`src/ccs_defs.svh`:
```
// offsets, field positions, reset values and timing counts of the calendar clock
`ifndef CCS_DEFS_SVH
`define CCS_DEFS_SVH

// ****************************************
// register byte offsets
// ****************************************
`define CCS_ADDR_W 8
`define CCS_DAY_OFS 8'h00
`define CCS_MONTH_OFS 8'h04
`define CCS_YEAR_OFS 8'h08
`define CCS_HOUR_OFS 8'h0C
`define CCS_MIN_OFS 8'h10
`define CCS_SEC_OFS 8'h14
`define CCS_WDAY_OFS 8'h18
`define CCS_LIVE_OFS 8'h1C
`define CCS_SYS_OFS 8'h20
`define CCS_EVT_OFS 8'h24
`define CCS_MASK_OFS 8'h28
`define CCS_STDATE_OFS 8'h2C
`define CCS_STTIME_OFS 8'h30
`define CCS_CMD_OFS 8'h34

// ****************************************
// field positions
// ****************************************
`define CCS_MIN_CHG_BIT 0
`define CCS_HOUR_CHG_BIT 1
`define CCS_DATE_CHG_BIT 2
`define CCS_MONTH_CHG_BIT 3
`define CCS_YEAR_CHG_BIT 4
`define CCS_BATT_BIT 5
`define CCS_INVALID_BIT 6
`define CCS_CLK_FAIL_EV_BIT 7
`define CCS_SYS_CLK_FAIL_BIT 2
`define CCS_ST_DAY_LSB 0
`define CCS_ST_MONTH_LSB 8
`define CCS_ST_YEAR_LSB 16
`define CCS_ST_WDAY_LSB 24
`define CCS_ST_SEC_LSB 0
`define CCS_ST_MIN_LSB 8
`define CCS_ST_HOUR_LSB 16
`define CCS_CMD_LOAD_BIT 0

// ****************************************
// reset values and field limits
// ****************************************
`define CCS_DAY_RST 5'h01
`define CCS_MONTH_RST 4'h1
`define CCS_YEAR_RST 7'h00
`define CCS_HOUR_RST 5'h00
`define CCS_MIN_RST 6'h00
`define CCS_SEC_RST 6'h00
`define CCS_WDAY_RST 3'h1
`define CCS_MASK_RST 8'h00
`define CCS_SEC_MAX 6'h3B
`define CCS_MIN_MAX 6'h3B
`define CCS_HOUR_MAX 5'h17
`define CCS_DAY_MIN 5'h01
`define CCS_MONTH_MIN 4'h1
`define CCS_MONTH_MAX 4'hC
`define CCS_YEAR_MAX 7'h63
`define CCS_WDAY_MIN 3'h1
`define CCS_WDAY_MAX 3'h7

// ****************************************
// timing
// ****************************************
`define CCS_CLK_PERIOD_NS 40
`define CCS_SEC_NS 1000000000
`define CCS_TICK_CYCLES (`CCS_SEC_NS / `CCS_CLK_PERIOD_NS)

`endif

```
`src/ccs_pkg.sv`:
```
// types of the calendar clock
package ccs_pkg;
`include "ccs_defs.svh"

    typedef logic [31:0] ccs_word_t;
    typedef logic [`CCS_ADDR_W-1:0] ccs_addr_t;

    // whole state of the calendar clock block
    typedef struct packed {
        logic [24:0] tickCnt;
        logic [4:0] day;
        logic [3:0] month;
        logic [6:0] year;
        logic [4:0] hour;
        logic [5:0] minute;
        logic [5:0] sec;
        logic [2:0] wday;
        logic [6:0] live;
        logic clockFail;
        logic [7:0] evStat;
        logic [7:0] mask;
        logic [31:0] stageDate;
        logic [31:0] stageTime;
        logic [31:0] prdata;
        logic pready;
        logic pslverr;
        logic irq;
    } ccs_state_s;
endpackage : ccs_pkg

```
`src/ccs_calendar_clock.sv`:
```
// calendar clock with change pulses, status flags and an APB register slave
`timescale 1ns/1ns
`include "ccs_defs.svh"

module ccs_calendar_clock #(
    parameter int unsigned TICKS_PER_SEC = `CCS_TICK_CYCLES
) (
    input wire logic clock,
    input wire logic reset_n,
    input wire logic psel,
    input wire logic penable,
    input wire logic pwrite,
    input wire ccs_pkg::ccs_addr_t paddr,
    input wire ccs_pkg::ccs_word_t pwdata,
    output ccs_pkg::ccs_word_t prdata,
    output logic pready,
    output logic pslverr,
    output logic irq,
    input wire logic extPowerOk,
    input wire logic batteryDead,
    input wire logic oscRunning
);
    import ccs_pkg::*;

    // ****************************************
    // helpers
    // ****************************************

    // month length, leap every fourth year of the two-digit century
    function automatic logic [4:0] daysInMonth(input logic [3:0] m, input logic [6:0] y);
        logic [4:0] n;
        n = 5'h1F;
        case (m)
            4'h2: n = (y[1:0] == 2'h0) ? 5'h1D : 5'h1C;
            4'h4, 4'h6, 4'h9, 4'hB: n = 5'h1E;
            default: n = 5'h1F;
        endcase
        return n;
    endfunction : daysInMonth

    // true while every calendar field holds a legal value
    function automatic logic fieldsValid(input ccs_state_s s);
        logic ok;
        ok = 1'b1;
        if (s.day < `CCS_DAY_MIN || s.day > daysInMonth(s.month, s.year)) begin
            ok = 1'b0;
        end
        if (s.month < `CCS_MONTH_MIN || s.month > `CCS_MONTH_MAX) begin
            ok = 1'b0;
        end
        if (s.year > `CCS_YEAR_MAX) begin
            ok = 1'b0;
        end
        if (s.hour > `CCS_HOUR_MAX) begin
            ok = 1'b0;
        end
        if (s.minute > `CCS_MIN_MAX || s.sec > `CCS_SEC_MAX) begin
            ok = 1'b0;
        end
        if (s.wday < `CCS_WDAY_MIN) begin
            ok = 1'b0;
        end
        return ok;
    endfunction : fieldsValid

    localparam logic [24:0] TickLast = 25'(TICKS_PER_SEC - 1);

    ccs_state_s st_q;
    ccs_state_s st_d;
    logic apbDone;
    logic wrDone;
    logic rdDone;
    logic fail;
    logic tick;
    logic load;
    logic [7:0] events;
    logic [7:0] rdClear;

    // ****************************************
    // next state
    // ****************************************

    // one process computes the whole next state; the bus, the count and the flags share it
    always_comb begin
        st_d = st_q;
        events = 8'h00;
        rdClear = 8'h00;
        apbDone = psel && penable && st_q.pready;
        wrDone = apbDone && pwrite;
        rdDone = apbDone && !pwrite;

        // the oscillator alone or a dead battery without mains stops the count
        fail = !oscRunning || (!extPowerOk && batteryDead);
        tick = 1'b0;
        if (!fail) begin
            if (st_q.tickCnt >= TickLast) begin
                st_d.tickCnt = 25'h0000000;
                tick = 1'b1;
            end else begin
                st_d.tickCnt = st_q.tickCnt + 25'h0000001;
            end
        end
        st_d.clockFail = fail;

        // staging words and mask take ordinary writes; the time words never do
        if (wrDone) begin
            case (paddr)
                `CCS_MASK_OFS: st_d.mask = pwdata[7:0];
                `CCS_STDATE_OFS: st_d.stageDate = pwdata;
                `CCS_STTIME_OFS: st_d.stageTime = pwdata;
                default: st_d.mask = st_q.mask;
            endcase
        end
        load = wrDone && (paddr == `CCS_CMD_OFS) && pwdata[`CCS_CMD_LOAD_BIT];

        // set-calendar copies the staged fields; it wins over a tick and restarts the second
        if (load) begin
            st_d.day = st_q.stageDate[`CCS_ST_DAY_LSB +: 5];
            st_d.month = st_q.stageDate[`CCS_ST_MONTH_LSB +: 4];
            st_d.year = st_q.stageDate[`CCS_ST_YEAR_LSB +: 7];
            st_d.wday = st_q.stageDate[`CCS_ST_WDAY_LSB +: 3];
            st_d.sec = st_q.stageTime[`CCS_ST_SEC_LSB +: 6];
            st_d.minute = st_q.stageTime[`CCS_ST_MIN_LSB +: 6];
            st_d.hour = st_q.stageTime[`CCS_ST_HOUR_LSB +: 5];
            st_d.tickCnt = 25'h0000000;
        end else if (tick) begin
            // ripple carry; >= lets an out-of-range field wrap instead of running away
            if (st_q.sec >= `CCS_SEC_MAX) begin
                st_d.sec = 6'h00;
                if (st_q.minute >= `CCS_MIN_MAX) begin
                    st_d.minute = 6'h00;
                    if (st_q.hour >= `CCS_HOUR_MAX) begin
                        st_d.hour = 5'h00;
                        st_d.wday = (st_q.wday >= `CCS_WDAY_MAX) ? `CCS_WDAY_MIN : st_q.wday + 3'h1;
                        if (st_q.day >= daysInMonth(st_q.month, st_q.year)) begin
                            st_d.day = `CCS_DAY_MIN;
                            if (st_q.month >= `CCS_MONTH_MAX) begin
                                st_d.month = `CCS_MONTH_MIN;
                                st_d.year = (st_q.year >= `CCS_YEAR_MAX) ? 7'h00 : st_q.year + 7'h01;
                            end else begin
                                st_d.month = st_q.month + 4'h1;
                            end
                        end else begin
                            st_d.day = st_q.day + 5'h01;
                        end
                    end else begin
                        st_d.hour = st_q.hour + 5'h01;
                    end
                end else begin
                    st_d.minute = st_q.minute + 6'h01;
                end
            end else begin
                st_d.sec = st_q.sec + 6'h01;
            end
        end

        // change bits compare new and old, so they last exactly one cycle
        st_d.live[`CCS_MIN_CHG_BIT] = st_d.minute != st_q.minute;
        st_d.live[`CCS_HOUR_CHG_BIT] = st_d.hour != st_q.hour;
        st_d.live[`CCS_DATE_CHG_BIT] = st_d.day != st_q.day;
        st_d.live[`CCS_MONTH_CHG_BIT] = st_d.month != st_q.month;
        st_d.live[`CCS_YEAR_CHG_BIT] = st_d.year != st_q.year;
        st_d.live[`CCS_BATT_BIT] = batteryDead;
        st_d.live[`CCS_INVALID_BIT] = !fieldsValid(st_d);

        // sticky copies for the interrupt; a rising fail is an event too
        events[6:0] = st_d.live;
        events[`CCS_CLK_FAIL_EV_BIT] = fail && !st_q.clockFail;

        // a read clears only what it returned, and a new event in that cycle survives
        if (rdDone && paddr == `CCS_EVT_OFS) begin
            rdClear = st_q.prdata[7:0];
        end
        st_d.evStat = (st_q.evStat & ~rdClear) | events;
        st_d.irq = |(st_d.evStat & st_d.mask);

        // read data is prepared in the setup cycle, so the access phase never waits
        st_d.pready = 1'b0;
        st_d.pslverr = 1'b0;
        if (psel && !penable) begin
            st_d.pready = 1'b1;
            st_d.prdata = 32'h00000000;
            case (paddr)
                `CCS_DAY_OFS: st_d.prdata = {27'h0000000, st_q.day};
                `CCS_MONTH_OFS: st_d.prdata = {28'h0000000, st_q.month};
                `CCS_YEAR_OFS: st_d.prdata = {25'h0000000, st_q.year};
                `CCS_HOUR_OFS: st_d.prdata = {27'h0000000, st_q.hour};
                `CCS_MIN_OFS: st_d.prdata = {26'h0000000, st_q.minute};
                `CCS_SEC_OFS: st_d.prdata = {26'h0000000, st_q.sec};
                `CCS_WDAY_OFS: st_d.prdata = {29'h00000000, st_q.wday};
                `CCS_LIVE_OFS: st_d.prdata = {25'h0000000, st_q.live};
                `CCS_SYS_OFS: st_d.prdata = {29'h00000000, st_q.clockFail, 2'h0};
                `CCS_EVT_OFS: st_d.prdata = {24'h000000, st_q.evStat};
                `CCS_MASK_OFS: st_d.prdata = {24'h000000, st_q.mask};
                `CCS_STDATE_OFS: st_d.prdata = st_q.stageDate;
                `CCS_STTIME_OFS: st_d.prdata = st_q.stageTime;
                `CCS_CMD_OFS: st_d.prdata = 32'h00000000;
                default: st_d.pslverr = 1'b1;
            endcase
        end
    end

    // ****************************************
    // state register
    // ****************************************

    // calendar starts at day 1 month 1 year 0, Sunday, midnight
    always_ff @(posedge clock or negedge reset_n) begin
        if (!reset_n) begin
            st_q <= '{tickCnt: 25'h0000000, day: `CCS_DAY_RST, month: `CCS_MONTH_RST, year: `CCS_YEAR_RST,
                      hour: `CCS_HOUR_RST, minute: `CCS_MIN_RST, sec: `CCS_SEC_RST, wday: `CCS_WDAY_RST,
                      live: 7'h00, clockFail: 1'b0, evStat: 8'h00, mask: `CCS_MASK_RST,
                      stageDate: 32'h00000000, stageTime: 32'h00000000, prdata: 32'h00000000,
                      pready: 1'b0, pslverr: 1'b0, irq: 1'b0};
        end else begin
            st_q <= st_d;
        end
    end

    assign prdata = st_q.prdata;
    assign pready = st_q.pready;
    assign pslverr = st_q.pslverr;
    assign irq = st_q.irq;
endmodule : ccs_calendar_clock

```
`config.mk`:
```
export PLATFORM = sky130hd
export DESIGN_NAME = ccs_calendar_clock
export DESIGN_NICKNAME = d
export VERILOG_FILES = /design/src/ccs_pkg.sv /design/src/ccs_calendar_clock.sv
export VERILOG_INCLUDE_DIRS = /design/src /design/src/src
export SDC_FILE = /design/constraint.sdc
export NUM_CORES = 1
export LEC_CHECK = 0
export ABC_AREA = 1
export BUFFER_PORTS_ARGS = -buffer_cell sky130_fd_sc_hd__clkbuf_2
export CAP_MARGIN = 10
export CELL_PAD_IN_SITES_DETAIL_PLACEMENT = 1
export CELL_PAD_IN_SITES_GLOBAL_PLACEMENT = 2
export CORE_AREA = 4 4 191 193
export DETAILED_ROUTE_END_ITERATION = 8
export DIE_AREA = 0 0 195 197
export PLACE_DENSITY_LB_ADDON = 0.1
export SYNTH_ARGS = -nofsm -noshare
export SYNTH_HDL_FRONTEND = slang
export SYNTH_SLANG_ARGS = --single-unit
```
`constraint.sdc`:
```
create_clock -name clock -period 3.4 [get_ports clock]
set_input_delay 0.34 -clock clock [delete_from_list [all_inputs] [get_ports clock]]
set_output_delay 0.34 -clock clock [all_outputs]
set_load 0.02 [all_outputs]
```
==> flow_metrics.py, run 1 <==
metrics = {
    "worst_setup_path": {
        "r2r-start": "st_q[150]$_DFF_PN1_",
        "worst_path_max_delay_cell": "dfstp_2",
        "cp-end-kind": "register",
        "cp_data_arrival_time_ns": 4.16,
        "r2r_setup_slack_ns": -0.40,
        "path_buf_inv": 4,
        "cp.required_ns": 3.76,
        "worstPathMaxFanout": 5,
        "cp-start-kind": "register",
        "timing.rr.end": "irq$_DFF_PN0_",
        "critical_path_depth": 31,
        "critPathMostFrequentCell": "nand2_1",
        "criticalPathCategory": "register to register",
        "reg2regPathDepth": 31,
        "crit_family": "simple AND/OR/NAND/NOR gates",
        "cpPeakStageDelay_ns": 0.62,
    },
    "place": {
        "hpwl_um": 32600,
        "port_buffers": 82,
        "place_congestion": 0.913,
        "pre_cts_ws_ns": -0.483,
    },
    "job": {
        "cap_viol_max_count": 0,
    },
    "sta": {
        "whs_ns": 0.130,
        "hold_viol": 0,
        "rsz0062_at_grt": "true",
        "worst_pin_slew_ns": 1.08,
        "layout_setup_ws_ns": -0.403,
        "clock.fmax_mhz": 263,
        "period_needed_ns": 3.80,
        "maxSlewViolCount": 0,
        "slew_headroom": 0.277,
        "finClkSkew_ns": 0.0151,
        "period_share": 1.12,
        "setup_viol": 5,
        "tns_ns": -1.16,
    },
    "yosys": {
        "synth_edf_count": 0,
        "syn_nets": 1557,
        "synth_cell_types": 51,
        "async_flop_share": 1.00,
        "syn_inst": 1492,
        "synth-seq-area-share": 0.420,
        "synthTopCellsByArea": "dfrtp_1 (41%), nand2_1 (16%), inv_1 (5.9%)",
        "synth-warning-count": 0,
        "synth_ff_type": "dfrtp_1",
        "netlist_top_cells_count": "nand2_1 (478), dfrtp_1 (181), inv_1 (173)",
        "netlist.area_leader.share": 0.413,
        "synth_area_leader_cell": "dfrtp_1",
        "yosys_register_bits": 184,
        "yosysMostFrequentCell": "nand2_1",
        "avgSynthCellArea_um2": 7.35,
        "syn_area_mm2": 0.0110,
    },
    "global_route": {
        "gr-usage-all-layers": 0.222,
        "busiest_layer": "met2",
        "use_met2": 0.354,
        "use_met3": 0.0340,
        "grt_max_degree": 68,
        "overflow": 0,
        "antenna_found_initial": 0,
        "grt_pass1_wl_um": 66200,
        "use_met1": 0.310,
        "grt_pass1_vias": 11000,
    },
    "clocking": {
        "path_clk_slew_ns": 0.08,
        "cts_buffer_depth": 2,
        "htree_levels": 4,
        "tritoncts": "built",
        "root_buffer": "clkbuf_16",
        "clock-sinks": 184,
        "clk_latency_ns": 0.47,
        "cts_made_buffers": 17,
    },
    "run_status": {
        "failed_checks": "negative setup slack",
        "status": "finished, violations left",
    },
    "cells_and_area": {
        "fin_nets": 1695,
        "antennaDiodeCount": 0,
        "drive_above_1_share": 0.210,
        "syn2layout_area_growth_pct": 20.3,
    },
    "min_path": {
        "whs_endpoint": "st_q[47]$_DFFE_PN0P_",
        "hold_start": "pwdata[12]",
        "min_delay_path_depth": 3,
        "min_path_type": "primary input to register",
    },
    "die": {
        "die_w_um": 195,
        "pin_count": 83,
        "coreArea_mm2": 0.0345,
        "die_area_mm2": 0.0384,
        "initial_core_util": 0.318,
        "dieHeight_um": 197,
        "std_cell_rows": 68,
    },
    "drt": {
        "firstDrtPassIters": 5,
        "drt_iter0_markers": 654,
        "wl_per_cell_um": 20.1,
        "drt_wl_total_um": 42100,
        "viasPerCell": 4.94,
        "via_count": 10400,
        "drc_errors": 0,
        "drtAntennaViolNets": 0,
    },
    "power_and_ir_drop": {
        "power_mw": 5.25,
        "p_leak_nw": 6.66,
        "ir_drop_mv": 0.359,
        "powerDensity_mw_per_mm2": 398,
    },
}
## report_power, final
| group | leakage [nW] | switching (mW) | internal [mW] |
|---|---|---|---|
| Sequential | 2.40 | 0.106 | 2.30 |
| Clock | 0.305 | 1.04 | 1.19 |
| Combinational | 3.95 | 0.408 | 0.204 |
| Total | 6.66 | 1.56 | 3.69 |
## registers in the layout (all words and copies together) (netlist names)
name / count
irq: 1
prdata: 32
pready: 1
pslverr: 1
st_q: 149
## layout make-up
type,count,area (um2)
Clock buffer,18,429
Multi-Input combinational cell,1037,5320
Clock inverter,14,205
Sequential cell,184,4610
Fill cell,4296,21300
Inverter,192,728
Tap cell,455,569
Timing Repair Buffer,198,1340
## kinds of logic (layout without fill, tap and decap cells)
logic type / Yosys count / count (layout) / share of synthesized area
xor+xnor: 15 / 15 / 0.0120
fa+ha+maj: 17 / 17 / 0.0194
buf+inv: 271 / 422 / 0.110
simple gates: 772 / 772 / 0.313
compound gates: 233 / 233 / 0.125
flops: 184 / 184 / 0.420
## metrics by stage
stage                util  cells  area [um2]
floorplan               -   1492       11000
global placement    0.358   2056       12400
detailed placement  0.358   2056       12400
CTS                 0.380   2096       13100
global route        0.382   2098       13200
finish              0.382   2098       13200
## layer usage
layer	share of wire	vias to the layer above
li1	-	5065
met1	0.48	5079
met2	0.46	167
met3	0.031	50
met4	0.030	0
met5	0	-
## what timing repair did
item / CTS / global route
hold buffers: 2 / 0
gates resized for setup: 20 / 13
setup endpoints to repair: 3 / 12
hold endpoints to repair: 63 / 0
buffers inserted: 6 / 2
pin swaps: 24 / 7
## layout by cell type, fill, tap and decap left out, types with 3 or more instances in the layout
cell type / synthesis / layout
a21oi_1: 33 / 28
a21oi_2: 1 / 6
a221oi_1: 12 / 12
a22o_1: 18 / 18
a31oi_1: 3 / 3
buf_12: 1 / 3
buf_4: 36 / 109
bufinv_16: 0 / 3
clkbuf_16: 0 / 17
clkbuf_2: 0 / 81
clkinv_4: 1 / 3
dfrtp_1: 181 / 180
dfstp_2: 3 / 3
ha_1: 17 / 12
ha_4: 0 / 5
inv_1: 173 / 168
inv_2: 18 / 22
inv_6: 0 / 4
nand2_1: 478 / 472
nand2_2: 11 / 16
nand2_4: 4 / 5
nand3_1: 90 / 88
nand3_2: 14 / 16
nand4_1: 30 / 30
nand4_2: 5 / 5
nor2_1: 96 / 90
nor2_2: 16 / 19
nor2_4: 2 / 5
nor3_1: 11 / 11
nor4_1: 4 / 4
o2111ai_1: 4 / 4
o21ai_0: 127 / 124
o21ai_1: 8 / 8
o21ai_2: 2 / 5
o22ai_1: 11 / 11
xor2_1: 15 / 15
## worst max path at each step
stage,start,to,slack (ns)
after global routing,st_q[150]$_DFF_PN1_,irq$_DFF_PN0_,-0.70
after global placement,st_q[150]$_DFF_PN1_,irq$_DFF_PN0_,-0.41
final,st_q[150]$_DFF_PN1_,irq$_DFF_PN0_,-0.40
after detailed placement,st_q[150]$_DFF_PN1_,irq$_DFF_PN0_,-0.48
after CTS,st_q[150]$_DFF_PN1_,irq$_DFF_PN0_,-0.40
after floorplan,st_q[150]$_DFF_PN1_,irq$_DFF_PN0_,-0.19
## worst min-delay path, cell delays in order
cell and delay [ns]:
clkbuf_2 0.08, inv_1 0.06, o21ai_0 0.08
(Power assumes the default switching activity.)
==> run 2, diff against run 1 <==
--- a/config.mk
+++ b/config.mk
@@ -6,15 +6,15 @@
 export SDC_FILE = /design/constraint.sdc
 export NUM_CORES = 1
 export LEC_CHECK = 0
-export ABC_AREA = 1
 export BUFFER_PORTS_ARGS = -buffer_cell sky130_fd_sc_hd__clkbuf_2
 export CAP_MARGIN = 10
 export CELL_PAD_IN_SITES_DETAIL_PLACEMENT = 1
 export CELL_PAD_IN_SITES_GLOBAL_PLACEMENT = 2
-export CORE_AREA = 4 4 191 193
+export CORE_AREA = 4 4 178 180
 export DETAILED_ROUTE_END_ITERATION = 8
-export DIE_AREA = 0 0 195 197
+export DIE_AREA = 0 0 182 184
 export PLACE_DENSITY_LB_ADDON = 0.1
+export RECOVER_POWER = 50
 export SYNTH_ARGS = -nofsm -noshare
 export SYNTH_HDL_FRONTEND = slang
 export SYNTH_SLANG_ARGS = --single-unit
==> flow_metrics.py, run 2 <==
metrics = {
    "run_status": {
        "status": "finished, violations left",
        "failed_checks": "max-capacitance violations, max-slew violations, negative setup slack",
    },
    "power_and_ir_drop": {
        "ir_drop_mv": 0.310,
        "power_frac_comb": 0.092,
        "intPower_mw": 3.57,
        "netSwitchingPower_mw": 1.37,
        "pwr-share-clk": 0.440,
        "seqPwrFrac": 0.468,
        "power_mw": 4.94,
        "p_leak_nw": 5.98,
        "powerDensity_mw_per_mm2": 379,
        "sw_frac_of_total": 0.278,
    },
    "global_route": {
        "gr-usage-all-layers": 0.234,
        "grt_pass1_vias": 9905,
        "overflow": 0,
        "grt_max_degree": 84,
        "grt_pass1_wl_um": 60300,
        "antenna_found_initial": 0,
    },
    "worst_setup_path": {
        "cp_data_arrival_time_ns": 4.64,
        "cp-start-kind": "register",
        "r2r_setup_slack_ns": -0.92,
        "cpPeakStageDelay_ns": 0.60,
        "criticalPathCategory": "register to register",
        "cp-end-kind": "register",
        "worstPathMaxFanout": 4,
        "cp.required_ns": 3.72,
        "worst_path_max_delay_cell": "dfstp_2",
        "cp_cell_sequence": "inv_2 > ha_2 > o21ai_1 > o21ai_1 > o21ai_1 > ha_1 > nand2b_4 > a21oi_4 > buf_6 > or2_4 > buf_6 > nor3_2 > a21oi_2 > a22o_2 > nor4_4 > ha_1 > a21oi_2 > a21oi_2 > o211ai_1 > a2111oi_2 > a41o_1 > nor4b_4 > o2111ai_2",
    },
    "cells_and_area": {
        "fin_nets": 1355,
        "antennaDiodeCount": 0,
        "drive_above_1_share": 0.310,
        "syn2layout_area_growth_pct": 25.5,
        "fin_cells": 1699,
        "layout_common_cells": "buf_4 (183), dfrtp_1 (181), nor2_1 (136), nand2_1 (88), mux2_2 (71)",
        "layout_commonest_cell": "buf_4",
        "utilization": 0.432,
        "largest_reg_flops": 149,
        "nFillCells": 3495,
        "largest-register": "st_q",
    },
    "sta": {
        "period_needed_ns": 4.32,
        "tns_ns": -2.63,
        "setup_viol": 3,
        "maxSlewViolCount": 115,
        "rsz0062_at_grt": "true",
        "layout_setup_ws_ns": -0.918,
        "hold_viol": 0,
        "clock.fmax_mhz": 232,
        "finClkSkew_ns": 0.0156,
        "worst_pin_slew_ns": 2.23,
        "period_share": 1.27,
        "slew_headroom": -0.486,
    },
    "yosys": {
        "synth-seq-area-share": 0.444,
        "yosysMostFrequentCell": "dfrtp_1",
        "syn_area_mm2": 0.0104,
        "synthTopCellsByArea": "dfrtp_1 (44%), mux2_2 (7.7%), nor2_1 (5.0%)",
        "synth_top_family_by_area": "compound AO/OA/AOI/OAI gates",
        "synth_compound_area_frac": 0.204,
        "async_flop_share": 1.00,
        "netlist_top_cells_count": "dfrtp_1 (181), nor2_1 (139), nand2_1 (91)",
        "synth_edf_count": 0,
        "synth-xor-area-share": 0.0152,
        "synth_mux_area_frac": 0.0827,
        "netlist.area_leader.share": 0.436,
        "synth_area_leader_cell": "dfrtp_1",
        "yosys.area_share.simple": 0.174,
        "yosys_register_bits": 184,
        "synthAdderAreaFrac": 0.0205,
        "synth_cell_types": 86,
        "syn_inst": 1080,
        "synth-warning-count": 0,
        "avgSynthCellArea_um2": 9.62,
        "syn_nets": 1145,
        "synth_ff_type": "dfrtp_1",
    },
    "drt": {
        "viasPerCell": 5.58,
        "drt_wl_total_um": 38800,
        "drtAntennaViolNets": 0,
        "drc_errors": 0,
        "via_count": 9476,
        "drt_iter0_markers": 570,
        "wl_per_cell_um": 22.9,
        "firstDrtPassIters": 5,
    },
    "clocking": {
        "htree_levels": 4,
        "cts_made_buffers": 17,
        "clk_latency_ns": 0.45,
        "path_clk_slew_ns": 0.08,
        "clock-sinks": 184,
        "root_buffer": "clkbuf_16",
        "tritoncts": "built",
        "cts_buffer_depth": 2,
    },
    "place": {
        "hpwl_um": 29200,
        "port_buffers": 82,
        "place_congestion": 0.861,
        "dpl.cell_count": 1658,
    },
    "die": {
        "std_cell_rows": 64,
        "die_w_um": 182,
        "pin_count": 83,
        "coreArea_mm2": 0.0302,
        "initial_core_util": 0.344,
        "die_area_mm2": 0.0335,
        "dieHeight_um": 184,
    },
    "min_path": {
        "min_path_type": "primary input to register",
    },
    "job": {
        "cap_viol_max_count": 2,
    },
}
[run 2: cells by family (layout without fill, tap and decap cells)]
kind of cell | count (synthesis) | after routing
compound gates | 296 | 296
xor+xnor | 18 | 18
fa+ha+maj | 17 | 17
buf+inv | 116 | 339
flops | 184 | 184
mux | 77 | 77
simple gates | 372 | 372
[run 2: stage by stage]
step | setup slack [ns] | hold slack [ns] | cell area (um2)
floorplan | -0.673 | 0.0444 | 10400
global placement | -0.892 | 0.453 | 12300
detailed placement | -1.07 | 0.453 | 12300
CTS | -0.976 | 0.110 | 13000
global route | -1.21 | 0.120 | 13000
finish | -0.918 | 0.126 | 13000
[run 2: power groups by stage]
| stage | registers, mW | clock network (mW) | logic [mW] |
|---|---|---|---|
| 6_report | 2.31 | 2.17 | 0.455 |
| 4_1_cts | 2.31 | 2.23 | 0.479 |
| 3_5_place_dp | 2.36 | 0 | 0.476 |
| 2_1_floorplan | 2.36 | 0 | 0.252 |
| 3_3_place_gp | 2.35 | 0 | 0.470 |
| 5_1_grt | 2.32 | 2.31 | 0.509 |
[run 2: worst max-delay path, delay by kind of cell, from the launching register on]
family	cells	cell delay (ns)
buf+inv	3	0.32
fa+ha+maj	3	0.60
compound gates	12	1.54
simple gates	5	1.13
flops	1	0.60
[run 2: per-layer routing]
metal	track usage	routed length, um	vias to the layer above
met5	0	0	-
met2	0.381	18400	183
met3	0.0410	1590	34
li1	-	-	4378
met1	0.329	18300	4881
met4	0.0480	516	0
[run 2: final timing paths]
path / from / end / depth (start not counted)
min reg2reg: st_q[66]$_DFFE_PN0P_ / st_q[66]$_DFFE_PN0P_ / 1
max: st_q[150]$_DFF_PN1_ / irq$_DFF_PN0_ / 23
max reg2reg: st_q[150]$_DFF_PN1_ / irq$_DFF_PN0_ / 23
max in group asynchronous: reset_n / st_q[140]$_DFF_PN0_ / 3
min in group asynchronous: reset_n / st_q[65]$_DFFE_PN0P_ / 2
min: pwdata[11] / st_q[78]$_DFFE_PN0P_ / 2
[run 2: layout make-up]
cell class | instances | area (um2) | share of cell area
clock buffer | 18 | 429 | 0.0329
clock inverter | 14 | 208 | 0.0159
inverter | 30 | 113 | 0.00864
multi-input combinational | 780 | 5330 | 0.409
sequential | 184 | 4610 | 0.354
tap | 396 | 495 | 0.0380
timing repair buffer | 277 | 1850 | 0.142
[run 2: what timing repair did]
action,in CTS,in global routing
setup buffers,5,3
gates resized for setup,10,19
endpoints found under the hold margin,58,0
pin swaps,13,15
setup endpoints to repair,5,8
hold buffers,1,0
